[src/rtl/ophs_pkg.sv]
// shared constants, modes and carriers of the output port handshake block
package ophs_pkg;

  // ==========================================================
  // widths and depths
  localparam int DATA_W     = 8;
  localparam int FIFO_DEPTH = 16;
  localparam int SKEW_W     = 4;
  localparam int TIMER_W    = 16;
  localparam int SYNC_W     = 2;

  // ==========================================================
  // reset values
  localparam logic RST_DATA_AVAIL_N = 1'b1;
  localparam logic RST_FULL         = 1'b0;
  localparam logic [DATA_W-1:0]  RST_DATA   = 8'h00;
  localparam logic [SKEW_W-1:0]  RST_SKEW   = 4'h0;
  localparam logic [TIMER_W-1:0] RST_TIMER  = 16'h0000;
  localparam logic [TIMER_W-1:0] TIMER_ONE  = 16'h0001;
  localparam logic [SKEW_W-1:0]  SKEW_ZERO  = 4'h0;
  localparam logic [SKEW_W-1:0]  SKEW_ONE   = 4'h1;

  // ==========================================================
  // handshake types and counter duty cycles
  typedef enum logic [1:0] {
    OPHS_HS_INTERLOCKED,
    OPHS_HS_STROBED,
    OPHS_HS_PULSED,
    OPHS_HS_THREE_WIRE
  } ophs_hs_t;

  typedef enum logic [1:0] {
    OPHS_DUTY_PULSE,
    OPHS_DUTY_ONE_SHOT,
    OPHS_DUTY_SQUARE
  } ophs_duty_t;

  // ==========================================================
  // carriers
  typedef struct packed {
    ophs_hs_t            mode;
    ophs_duty_t          duty;
    logic                skew_delay_enable;
    logic [SKEW_W-1:0]   skew_time;
    logic [TIMER_W-1:0]  timer_reload_value;
  } ophs_cfg_t;

  typedef struct packed {
    logic output_empty_flag;
    logic buffer_full;
    logic skew_running;
    logic timer_claim;
  } ophs_status_t;

endpackage

[src/rtl/ophs_fifo.sv]
// small write-side fifo with registered read data
`timescale 1ns/1ps
module ophs_fifo #(
  parameter int WIDTH = 8,
  parameter int DEPTH = 16
) (
  // clock and reset
  input  wire logic             ref_clk,
  input  wire logic             rst,
  // filling side
  input  wire logic             in_valid,
  output logic                  in_ready,
  input  wire logic [WIDTH-1:0] in_data,
  // draining side
  output logic                  out_valid,
  input  wire logic             out_ready,
  output logic [WIDTH-1:0]      out_data
);
  localparam int AW = (DEPTH > 1) ? $clog2(DEPTH) : 1;

  if (DEPTH < 2 || (DEPTH & (DEPTH - 1)) != 0) begin : g_chk
    $error("ophs_fifo: DEPTH must be a power of two of at least 2");
  end

  logic [WIDTH-1:0] mem [DEPTH];
  logic [AW-1:0]    wr_ptr_reg;
  logic [AW-1:0]    rd_ptr_reg;
  logic [AW:0]      count_reg;
  logic             out_valid_reg;
  logic [WIDTH-1:0] out_data_reg;

  // push while not full; refill output stage when it is free
  wire push    = in_valid & in_ready;
  wire stage_free = ~out_valid_reg | out_ready;
  wire pull    = stage_free & (count_reg != '0);

  assign in_ready  = (count_reg != (AW+1)'(DEPTH));
  assign out_valid = out_valid_reg;
  assign out_data  = out_data_reg;

  // storage has no reset; pointers, count and output register do
  always_ff @(posedge ref_clk) begin
    if (push) begin
      mem[wr_ptr_reg] <= in_data;
    end
  end

  // pointers, count and output register
  always_ff @(posedge ref_clk or posedge rst) begin
    if (rst) begin
      wr_ptr_reg    <= '0;
      rd_ptr_reg    <= '0;
      count_reg     <= '0;
      out_valid_reg <= 1'b0;
      out_data_reg  <= '0;
    end else begin
      if (push) wr_ptr_reg <= wr_ptr_reg + 1'b1;
      if (pull) begin
        rd_ptr_reg    <= rd_ptr_reg + 1'b1;
        out_data_reg  <= mem[rd_ptr_reg];
        out_valid_reg <= 1'b1;
      end else if (out_ready) begin
        out_valid_reg <= 1'b0;
      end
      count_reg <= count_reg + (AW+1)'(push) - (AW+1)'(pull);
    end
  end
endmodule

[src/rtl/ophs_deskew.sv]
// per-port deskew timer counted in clock cycles
`timescale 1ns/1ps
module ophs_deskew #(
  parameter int W = 4
) (
  // clock and reset
  input  wire logic         ref_clk,
  input  wire logic         rst,
  // control
  input  wire logic         start,
  input  wire logic [W-1:0] time_const,
  // status
  output logic              running,
  output logic              done
);
  if (W < 1 || W > 8) begin : g_chk
    $error("ophs_deskew: W must lie between 1 and 8");
  end

  logic [W-1:0] cnt_reg;
  logic         run_reg;
  logic         done_reg;

  assign running = run_reg;
  assign done    = done_reg;

  // a start loads time_const; expiry after time_const+1 cycles
  always_ff @(posedge ref_clk or posedge rst) begin
    if (rst) begin
      cnt_reg  <= '0;
      run_reg  <= 1'b0;
      done_reg <= 1'b0;
    end else if (start) begin
      cnt_reg  <= time_const;
      run_reg  <= 1'b1;
      done_reg <= 1'b0;
    end else if (run_reg) begin
      if (cnt_reg == '0) begin
        run_reg  <= 1'b0;
        done_reg <= 1'b1;
      end else begin
        cnt_reg <= cnt_reg - 1'b1;
      end
    end
  end
endmodule

[src/rtl/ophs_port.sv]
// output port handshake: data path, interlock and strobe shaping
// ==========================================================
// How it works
// - loading the buffer with skew enabled starts the deskew countdown
// - strobe stays high until deskew time, up to 16 cycles, elapses
// - deskew counts only from buffer load, never from acknowledge rising
// - this port owns its own 4-bit deskew timer, usable in every mode
// - interlocked strobe never falls while the acknowledge input is low
// - with buffer empty, a byte moves on to pins and the fifo refills the register if it holds a byte
// - a byte written into the output data register clears empty flag
// - acknowledge falling empties buffer, raises strobe, then reloads
// - strobed mode drops the strobe at deskew end regardless of acknowledge
// - pulsed mode feeds internal strobe through timer, output inverted
// - pulsed interlock and deskew act on the internal strobe
// - pulsed handshake only while no other port holds the shared timer
// - pulse duty: strobe falls count cycles after edge, lasts one cycle
// - one-shot duty: strobe falls at once, rises count cycles later
// - square duty: strobe falls after count cycles, stays low that long
// - three-wire waits for accepted low and ready high before lowering
// - three-wire lowers strobe at deskew end, or at once when disabled
// - accepted rising empties buffer, raises strobe, allows reload
`timescale 1ns/1ps
module ophs_port #(
  parameter int DATA_W     = ophs_pkg::DATA_W,
  parameter int FIFO_DEPTH = ophs_pkg::FIFO_DEPTH,
  parameter int TIMER_W    = ophs_pkg::TIMER_W
) (
  // clock and reset
  input  wire logic                ref_clk,
  input  wire logic                rst,
  // host byte stream
  input  wire logic                host_valid,
  output logic                     host_ready,
  input  wire logic [DATA_W-1:0]   host_data,
  // configuration
  input  wire ophs_pkg::ophs_cfg_t cfg,
  input  wire logic                timer_held_elsewhere,
  // status
  output ophs_pkg::ophs_status_t   status,
  // port pins
  output logic [DATA_W-1:0]        port_data,
  output logic                     data_avail_n,
  input  wire logic                acknowledge_input,
  input  wire logic                ready_for_data,
  input  wire logic                data_accepted
);
  // ==========================================================
  // parameter checks
  if (DATA_W != ophs_pkg::DATA_W) begin : g_chk_w
    $error("ophs_port: DATA_W must match the package width");
  end
  if (TIMER_W != ophs_pkg::TIMER_W) begin : g_chk_t
    $error("ophs_port: TIMER_W must match the package width");
  end

  // ==========================================================
  // pin synchronisers
  logic [ophs_pkg::SYNC_W-1:0] ack_sync_reg;
  logic [ophs_pkg::SYNC_W-1:0] rfd_sync_reg;
  logic [ophs_pkg::SYNC_W-1:0] dac_sync_reg;
  logic                        ack_prev_reg;
  logic                        dac_prev_reg;

  // two flops each; only the second stage is read below
  always_ff @(posedge ref_clk or posedge rst) begin
    if (rst) begin
      ack_sync_reg <= '1;
      rfd_sync_reg <= '0;
      dac_sync_reg <= '0;
      ack_prev_reg <= 1'b1;
      dac_prev_reg <= 1'b0;
    end else begin
      ack_sync_reg <= {ack_sync_reg[0], acknowledge_input};
      rfd_sync_reg <= {rfd_sync_reg[0], ready_for_data};
      dac_sync_reg <= {dac_sync_reg[0], data_accepted};
      ack_prev_reg <= ack_sync_reg[1];
      dac_prev_reg <= dac_sync_reg[1];
    end
  end

  wire ack_s    = ack_sync_reg[1];
  wire rfd_s    = rfd_sync_reg[1];
  wire dac_s    = dac_sync_reg[1];
  wire ack_fall = ack_prev_reg & ~ack_s;
  wire dac_rise = ~dac_prev_reg & dac_s;

  // ==========================================================
  // mode decode
  wire mode_interlocked = (cfg.mode == ophs_pkg::OPHS_HS_INTERLOCKED);
  wire mode_strobed     = (cfg.mode == ophs_pkg::OPHS_HS_STROBED);
  wire mode_pulsed      = (cfg.mode == ophs_pkg::OPHS_HS_PULSED);
  wire mode_three_wire  = (cfg.mode == ophs_pkg::OPHS_HS_THREE_WIRE);

  wire timer_ok = mode_pulsed & ~timer_held_elsewhere;

  // ==========================================================
  // write-side fifo
  logic              fifo_valid;
  logic [DATA_W-1:0] fifo_data;
  logic              fifo_take;

  ophs_fifo #(
    .WIDTH (DATA_W),
    .DEPTH (FIFO_DEPTH)
  ) u_fifo (
    .ref_clk   (ref_clk),
    .rst       (rst),
    .in_valid  (host_valid),
    .in_ready  (host_ready),
    .in_data   (host_data),
    .out_valid (fifo_valid),
    .out_ready (fifo_take),
    .out_data  (fifo_data)
  );

  // ==========================================================
  // output data register and buffer register
  logic              odr_full_reg;
  logic [DATA_W-1:0] odr_data_reg;
  logic              buf_full_reg;
  logic [DATA_W-1:0] buf_data_reg;

  // the receiver releases the byte: ack falls, or accepted rises
  wire release_evt = buf_full_reg &
                     (mode_three_wire ? dac_rise : ack_fall);
  // reload happens the cycle after release, once the buffer reads empty
  wire buf_load    = ~buf_full_reg & odr_full_reg;
  // the fifo stalls while the output data register and the buffer are both occupied
  assign fifo_take = ~odr_full_reg | buf_load;

  // host byte fills the output data register
  always_ff @(posedge ref_clk or posedge rst) begin
    if (rst) begin
      odr_full_reg <= ophs_pkg::RST_FULL;
      odr_data_reg <= ophs_pkg::RST_DATA;
    end else if (fifo_take) begin
      odr_full_reg <= fifo_valid;
      if (fifo_valid) odr_data_reg <= fifo_data;
    end
  end

  // move byte into buffer and onto pins
  // release empties buffer; accepted rising does the same
  always_ff @(posedge ref_clk or posedge rst) begin
    if (rst) begin
      buf_full_reg <= ophs_pkg::RST_FULL;
      buf_data_reg <= ophs_pkg::RST_DATA;
    end else if (buf_load) begin
      buf_full_reg <= 1'b1;
      buf_data_reg <= odr_data_reg;
    end else if (release_evt) begin
      buf_full_reg <= 1'b0;
    end
  end

  assign port_data = buf_data_reg;

  // ==========================================================
  // deskew timer
  logic skew_running;
  logic skew_done;

  // countdown starts on buffer load when enabled
  ophs_deskew #(
    .W (ophs_pkg::SKEW_W)
  ) u_deskew (
    .ref_clk    (ref_clk),
    .rst        (rst),
    .start      (buf_load & cfg.skew_delay_enable),
    .time_const (cfg.skew_time),
    .running    (skew_running),
    .done       (skew_done)
  );

  // done stays set after expiry so ack rising adds no delay
  wire skew_ok = ~cfg.skew_delay_enable | skew_done;

  // ==========================================================
  // interlock and internal strobe
  // interlocked and pulsed wait for ack high
  // strobed ignores ack; three-wire needs dac low, rfd high
  wire interlock_ok = (mode_interlocked & ack_s) |
                      mode_strobed |
                      (timer_ok & ack_s) |
                      (mode_three_wire & ~dac_s & rfd_s);

  // strobe low only once deskew has elapsed
  wire dav_fall_ok = buf_full_reg & ~release_evt & skew_ok & interlock_ok;

  logic dav_int_reg;
  logic dav_int_prev_reg;

  always_ff @(posedge ref_clk or posedge rst) begin
    if (rst) begin
      dav_int_reg      <= ophs_pkg::RST_DATA_AVAIL_N;
      dav_int_prev_reg <= ophs_pkg::RST_DATA_AVAIL_N;
    end else begin
      dav_int_prev_reg <= dav_int_reg;
      if (~buf_full_reg | release_evt) begin
        dav_int_reg <= 1'b1;
      end else if (dav_fall_ok) begin
        dav_int_reg <= 1'b0;
      end
    end
  end

  wire dav_int_fall = dav_int_prev_reg & ~dav_int_reg;

  // ==========================================================
  // shared counter/timer stage for pulsed mode
  typedef enum logic [1:0] {
    OPHS_CT_IDLE,
    OPHS_CT_WAIT,
    OPHS_CT_LOW
  } ophs_ct_state_t;

  ophs_ct_state_t       ct_state_reg;
  ophs_ct_state_t       ct_state_next;
  logic [TIMER_W-1:0]   ct_cnt_reg;
  logic [TIMER_W-1:0]   ct_cnt_next;

  // a zero count is served as one cycle so the strobe still pulses
  wire [TIMER_W-1:0] tc_eff = (cfg.timer_reload_value == '0) ?
                              ophs_pkg::TIMER_ONE : cfg.timer_reload_value;
  wire duty_one_shot = (cfg.duty == ophs_pkg::OPHS_DUTY_ONE_SHOT);
  wire duty_pulse    = (cfg.duty == ophs_pkg::OPHS_DUTY_PULSE);
  wire ct_last       = (ct_cnt_reg == ophs_pkg::TIMER_ONE);

  // timer triggered on internal falling edge
  always_comb begin
    ct_state_next = ct_state_reg;
    ct_cnt_next   = ct_cnt_reg;
    case (ct_state_reg)
      OPHS_CT_IDLE: begin
        if (timer_ok & dav_int_fall) begin
          ct_cnt_next   = tc_eff;
          ct_state_next = duty_one_shot ? OPHS_CT_LOW : OPHS_CT_WAIT;
        end
      end
      OPHS_CT_WAIT: begin
        if (ct_last) begin
          ct_state_next = OPHS_CT_LOW;
          ct_cnt_next   = duty_pulse ? ophs_pkg::TIMER_ONE : tc_eff;
        end else begin
          ct_cnt_next = ct_cnt_reg - 1'b1;
        end
      end
      OPHS_CT_LOW: begin
        if (ct_last) begin
          ct_state_next = OPHS_CT_IDLE;
          ct_cnt_next   = ophs_pkg::RST_TIMER;
        end else begin
          ct_cnt_next = ct_cnt_reg - 1'b1;
        end
      end
      default: begin
        ct_state_next = OPHS_CT_IDLE;
        ct_cnt_next   = ophs_pkg::RST_TIMER;
      end
    endcase
  end

  always_ff @(posedge ref_clk or posedge rst) begin
    if (rst) begin
      ct_state_reg <= OPHS_CT_IDLE;
      ct_cnt_reg   <= ophs_pkg::RST_TIMER;
    end else begin
      ct_state_reg <= ct_state_next;
      ct_cnt_reg   <= ct_cnt_next;
    end
  end

  // ==========================================================
  // pin strobe: inverted timer output in pulsed mode
  logic dav_pin_reg;
  wire  dav_pin_next = timer_ok ? ~(ct_state_next == OPHS_CT_LOW)
                                : dav_int_reg;

  // registered so the pin never glitches between modes
  always_ff @(posedge ref_clk or posedge rst) begin
    if (rst) begin
      dav_pin_reg <= ophs_pkg::RST_DATA_AVAIL_N;
    end else begin
      dav_pin_reg <= dav_pin_next;
    end
  end

  assign data_avail_n = dav_pin_reg;

  // ==========================================================
  // status
  assign status.output_empty_flag = ~odr_full_reg;
  assign status.buffer_full       = buf_full_reg;
  assign status.skew_running      = skew_running;
  assign status.timer_claim       = timer_ok;
endmodule

[config.mk]
export PLATFORM = sky130hd
export DESIGN_NAME = ophs_port
export DESIGN_NICKNAME = d
export VERILOG_FILES = /design/src/rtl/ophs_pkg.sv /design/src/rtl/ophs_fifo.sv /design/src/rtl/ophs_deskew.sv /design/src/rtl/ophs_port.sv
export SDC_FILE = /design/constraint.sdc
export NUM_CORES = 1
export LEC_CHECK = 0
export BUFFER_PORTS_ARGS = -buffer_cell sky130_fd_sc_hd__clkbuf_2
export CAP_MARGIN = 20
export CORE_ASPECT_RATIO = 1.75
export CORE_UTILIZATION = 50
export CTS_CLUSTER_SIZE = 28
export DETAILED_ROUTE_END_ITERATION = 8
export PLACE_DENSITY = 0.69
export SYNTH_ARGS = -nofsm -noshare
export SYNTH_HDL_FRONTEND = slang
export SYNTH_SLANG_ARGS = --single-unit
[constraint.sdc]
create_clock -name ref_clk -period 5.55 [get_ports ref_clk]
set_input_delay 0.555 -clock ref_clk [delete_from_list [all_inputs] [get_ports ref_clk]]
set_output_delay 0.555 -clock ref_clk [all_outputs]
set_load 0.02 [all_outputs]
==> results.md, run 1 <==
- Area delta synth->final: 12.7%
- Tmin final: roughly 3.0 ns
- DR DRC count: 0
- CP max-delay cell: fa_1
- H-tree level count: 1
- Final Net Count: roughly 660
- WP data required: about 6 ns
- Total wire length: about 17000 um
- DRT Pass-1 Iters: 4
- Avg WL per Cell: 19.8 um
- CP arrival: 3.33 ns
- Ys Warns: 0
- Die height: 176 um
- PD cells: about 480 nW/um2
- Routed Antenna Nets: 0
- Register area share after synthesis: around two thirds
- Class of the worst hold path: in2reg
- Proportion of layout cells with a drive suffix above 1: between 20% and 30%
- Post-DP HPWL: 12100 um
- Ys async rst share: a little under two fifths
- DR vias: around 4800
- GRT overflow: 0
- Max Cap Viol: 0
- Main synth FF type: edfxtp_1
- Largest net degree at the start of global routing: 76
- Post-synth top area cell: edfxtp_1
- GPL Wtd Cong: around 0.86
- Distinct cells, synth: 57
- Slew @ Worst Pin: approximately 1.1 ns
- WS Path Type: reg2reg
- Max clock buf depth: 3
- Initial antenna violation count: 0
- Int Power: around 3.2 mW
- CTS root buffer: clkbuf_16
- Net Sw Frac: 30.0%
- CTS tree: built
- Slew Viols, Final: 0
- Clock transition at path regs: 0.05 ns
- Slew margin rel.: 23.4%
- Vias/cell: between 5 and 6
- Post-CTS resize count: 0
- IO Count: 54
- Clk sinks: about 200
- Period utilization: 53.6%
- Max VDD drop: ~280 uV
- Row count: between 60 and 70
- Setup TNS: 0 ns
- Critical Path, Cell by Cell: inv_1, ha_1, nor4b_1, a31o_2, inv_1, ha_1, inv_1, ha_1, inv_1, fa_1, inv_1, a21oi_1, nor2_1, nor2_1, xnor2_1
- Met2 Usage GRT: about two fifths
- #FFs+latches synth: just over 200
- Syn Inst Count: 550
- Global-route wire length before repair: between 20000 and 30000 um
- Outcome: completed
- Clock Skew: ~0.010 ns
- Combinational Power Share: between 20% and 30%
- Overall routing resource usage: between 20% and 30%
- Hold Buf Count CTS: 0
- Core outline area: roughly 17000 um2
- Clock network fraction of total power: about a quarter
- Most common cell after layout, fill and taps aside: edfxtp_1
- Die width: between 100 and 150 um
- DIE AREA: around 18000 um2
- Placed instance count: around 800
- CP endpoint kind: flip-flop
- Num CTS Buffers: 20
- Number of post-CTS setup repair buffers: 0
- EDFF count, synth: 128
- Final Hold Vio Count: 0
- R2R Setup Slk: between 2 and 3 ns
- IO buf count: 53
- RSZ-0062 raised after global routing: no
- Met1 Track Usage GR: a little over a fifth
- Max reg flops: 128
- Synth top area share: 44.6%
- Setup violations, final: 0
- Mapped cell area: around 8600 um2
- Vias in the first global route: around 5200
- Slowest stage delay, CP: between 0.4 and 0.5 ns
- Synth Area per Inst: between 15 and 20 um2
- Final antenna diode count: 0
- Clk_lat worst skew: between 0.4 and 0.5 ns
- Iter 0 DRT Violations: ~160
- Non-Filler Instances: between 800 and 900
- Initial core utilization: a little over 50%
- Switch Pwr: around 1.4 mW
- Crit path top cell by count: inv_1
- Leak pwr: 3.70 nW
- Sequential Power Share: between 40% and 50%
- Most frequent cells in the layout: edfxtp_1, dfrtp_1, clkbuf_2
- Met3 GRT Util: just under 3%
- Fmax: 336 MHz
- FILL cells: between 1000 and 1500
- Largest cells by area after synthesis: edfxtp_1, dfrtp_1, mux4_2
- Syn nets: slightly above 600
- CP max FO: 11
- Critical Path Source Type: flip-flop
- GRT busiest layer: met2
==> critical path, delay by kind of cell, from the launching register on <==
family | cells | cell delay [ns]
and+or+nand+nor | 3 | 0.51
xor gates and xnor gates | 1 | 0.11
buffers and inverters | 5 | 0.44
AOI/OAI and AO/OA | 2 | 0.37
adders and majority gates | 4 | 1.05
DFF | 1 | 0.38
==> final cells by class <==
cell class | count | area (um2) | area share (%)
well taps | 227 | 284 | 2.93
clock buffers | 24 | 537 | 5.53
inverters | 28 | 105 | 1.08
repair buffers | 60 | 318 | 3.28
flip-flops and latches | 203 | 5730 | 59.0
clock inverters | 11 | 65.1 | 0.671
multi-input cells | 293 | 2670 | 27.5
==> synth_stat cells (all sizes together) (4+ instances only) <==
master	count
buf	8
a21oi	17
or4	5
a21o	11
clkbuf	18
o22ai	8
o21ai	14
xnor2	14
inv	27
and2	11
ha	14
dfstp	6
a221o	10
dfrtp	69
mux4	32
nor2	16
mux2i	20
nand3	4
nand4	5
nor4	15
nand2	21
nand2b	4
nor3b	10
edfxtp	128
nor3	7
mux2	17
==> metal layers <==
metal,share of wire [%],vias up
li1,-,2226
met1,35,2450
met2,58,101
met3,3.4,30
met4,3.5,0
met5,0,-
==> per-stage QoR <==
step	utilization [%]	power, mW	cell area, um2	hold WS [ns]	setup WS (ns)
6_report	57.5	4.62	9700	0.158	2.58
5_1_grt	57.5	4.88	9700	0.142	2.23
4_1_cts	57.5	4.69	9700	0.142	2.53
3_5_place_dp	54.0	3.45	9100	0.336	2.54
3_3_place_gp	54.0	3.39	9100	0.333	2.61
2_1_floorplan	-	3.11	8610	0.331	3.03
==> power by group through the flow <==
| stage | clock network, mW | registers (mW) | logic, mW |
|---|---|---|---|
| 2_1_floorplan | 0 | 2.06 | 1.05 |
| 3_3_place_gp | 0 | 2.10 | 1.29 |
| 3_5_place_dp | 0 | 2.11 | 1.33 |
| 4_1_cts | 1.27 | 2.08 | 1.34 |
| 5_1_grt | 1.32 | 2.11 | 1.45 |
| 6_report | 1.23 | 2.08 | 1.31 |
==> final timing paths <==
path,cells past startpoint,to,from
min,1,ack_sync_reg[0],acknowledge_input
max in group asynchronous,3,u_fifo.rd_ptr_reg[0],rst
max reg2reg,15,u_fifo.count_reg[4],u_fifo.count_reg[2]
min reg2reg,0,dac_sync_reg[1],dac_sync_reg[0]
max,15,u_fifo.count_reg[4],u_fifo.count_reg[2]
min in group asynchronous,3,ct_state_reg[0],rst
==> logic make-up (layout without fill, tap and decap cells) <==
kind of cell / after synthesis / count (layout) / share of synthesized area, %
muxes: 69 / 69 / 12.9
and+or+nand+nor: 110 / 110 / 7.38
buffers and inverters: 54 / 123 / 2.56
adders and majority gates: 15 / 15 / 2.27
xor gates and xnor gates: 17 / 17 / 1.73
DFF: 203 / 203 / 66.5
AOI/OAI and AO/OA: 82 / 82 / 6.65
No activity file was read; power rests on OpenSTA's default activity.
==> run 2, diff against run 1 <==
clock period = 3.1 ns   (was 5.55 ns; I/O delays follow)
==> results.md, run 2 (synthesis results as in run 1) <==
- Worst Hold Depth: 2
- IO Count: 54
- Die width: 101 um
- Vias/cell: around 5.9
- H-tree level count: 1
- Pre-CTS setup slack: approximately 0.38 ns
- Core outline area: ~17000 um2
- Post-DP HPWL: 12400 um
- Clock Skew: between 0.01 and 0.015 ns
- Clk sinks: approximately 200
- Final antenna diode count: 0
- Total wire length: approximately 18000 um
- Hold Buf Count CTS: 3
- Max clock buf depth: 3
- RSZ-0062 raised after global routing: no
- CP endpoint kind: flip-flop
- Initial antenna violation count: 0
- GRT overflow: 0
- Setup violations, final: 0
- Placed instance count: slightly above 800
- CP Depth: 15
- Max Cap Viol: 0
- Outcome: completed
- Slowest stage delay, CP: approximately 0.42 ns
- Reg2reg start: u_fifo.count_reg[3]
- Clock transition at path regs: around 0.06 ns
- Period utilization: between 80% and 90%
- Most common cell after layout, fill and taps aside: edfxtp_1
- Critical Path Source: u_fifo.count_reg[3]
- Crit path top cell by count: inv_1
- Final worst slack: between 0.3 and 0.4 ns
- Pwr Total: 8.69 mW
- DR vias: between 4000 and 5000
- Fin util: 58.5%
- DIE AREA: roughly 18000 um2
- R2R Setup Slk: between 0.3 and 0.4 ns
- Worst setup path end: u_fifo.count_reg[4]
- CTS root buffer: clkbuf_16
- FF-to-FF End: u_fifo.count_reg[4]
- Area delta synth->final: 14.6%
- Slew margin rel.: slightly below 30%
- Setup TNS: 0 ns
- Vias in the first global route: ~5300
- Class of the worst hold path: in2reg
- Routed Antenna Nets: 0
- WP data required: 3.47 ns
- CP Buf/Inv Count: 5
- CP arrival: about 3.1 ns
- Max reg flops: about 130
- Slew @ Worst Pin: ~1.1 ns
- Global-route wire length before repair: roughly 29000 um
- WS Path Type: reg2reg
- PD cells: 880 nW/um2
- Fmax: between 300 and 400 MHz
- CP max FO: 6
- Final Net Count: 671
- Proportion of layout cells with a drive suffix above 1: 26.2%
- Row count: 63
- Critical Path, Cell by Cell: inv_1, ha_1, nor4b_1, a31o_2, inv_1, ha_1, inv_1, ha_1, inv_1, fa_1, inv_1, a21oi_1, nor2_1, nor2_1, xnor2_1
- Slew Viols, Final: 0
- Tmin final: around 2.8 ns
- DRT Pass-1 Iters: 4
- Number of post-CTS setup repair buffers: 0
- Top delay family on crit path: adder cells
- Largest net degree at the start of global routing: between 70 and 80
- Non-Filler Instances: about 850
- Most frequent cells in the layout: edfxtp_1, dfrtp_1, clkbuf_2
- Clk_lat worst skew: roughly 0.48 ns
- Final Hold Vio Count: 0
- GPL Wtd Cong: approximately 0.83
- CP max-delay cell: fa_1
- Final Instance Area: between 9000 and 10000 um2
- Post-place instance area: 9170 um2
- Hold Worst Slack: slightly above 0.07 ns
- R2R depth: 15
- Overall routing resource usage: between 20% and 30%
- Avg WL per Cell: roughly 21 um
- Post-CTS resize count: 0
- CTS tree: built
- Leak pwr: roughly 3.8 nW
- DR DRC count: 0
- Iter 0 DRT Violations: approximately 240
- IO buf count: 53
- Die height: between 150 and 200 um
- Critical Path Source Type: flip-flop
- Num CTS Buffers: 19
- Max VDD drop: approximately 520 uV
- Initial core utilization: 51.1%
==> run 2: metal layers <==
metal	track usage, %	part of all wire, %	routed length (um)
met3	3.94	4.3	772
met5	0	0	0
met1	22.9	36	6390
met2	39.8	56	10100
met4	10.3	4.0	722
==> run 2: how the worst min path moves through the flow <==
stage / startpoint / to / slack, ns
global route: cfg[17] / u_deskew.cnt_reg[1] / 0.06
finish: cfg[17] / u_deskew.cnt_reg[1] / 0.07
floorplan: acknowledge_input / ack_sync_reg[0] / 0.31
global placement: dac_sync_reg[0] / dac_sync_reg[1] / 0.33
CTS: cfg[17] / u_deskew.cnt_reg[1] / 0.06
detailed placement: rfd_sync_reg[0] / rfd_sync_reg[1] / 0.34
==> run 2: layout make-up <==
cell class | count | area, um2
fill | 1351 | 7000
sequential | 203 | 5730
multi-input combinational | 293 | 2670
clock buffer | 20 | 479
timing repair buffer | 71 | 420
tap | 227 | 284
clock inverter | 11 | 188
inverter | 28 | 105
==> run 2: where the power goes <==
part,total [mW],internal (mW),switching (mW)
sequential,3.80,3.39,0.404
clock,2.51,1.54,0.968
combinational,2.38,1.20,1.18
total,8.69,6.13,2.55
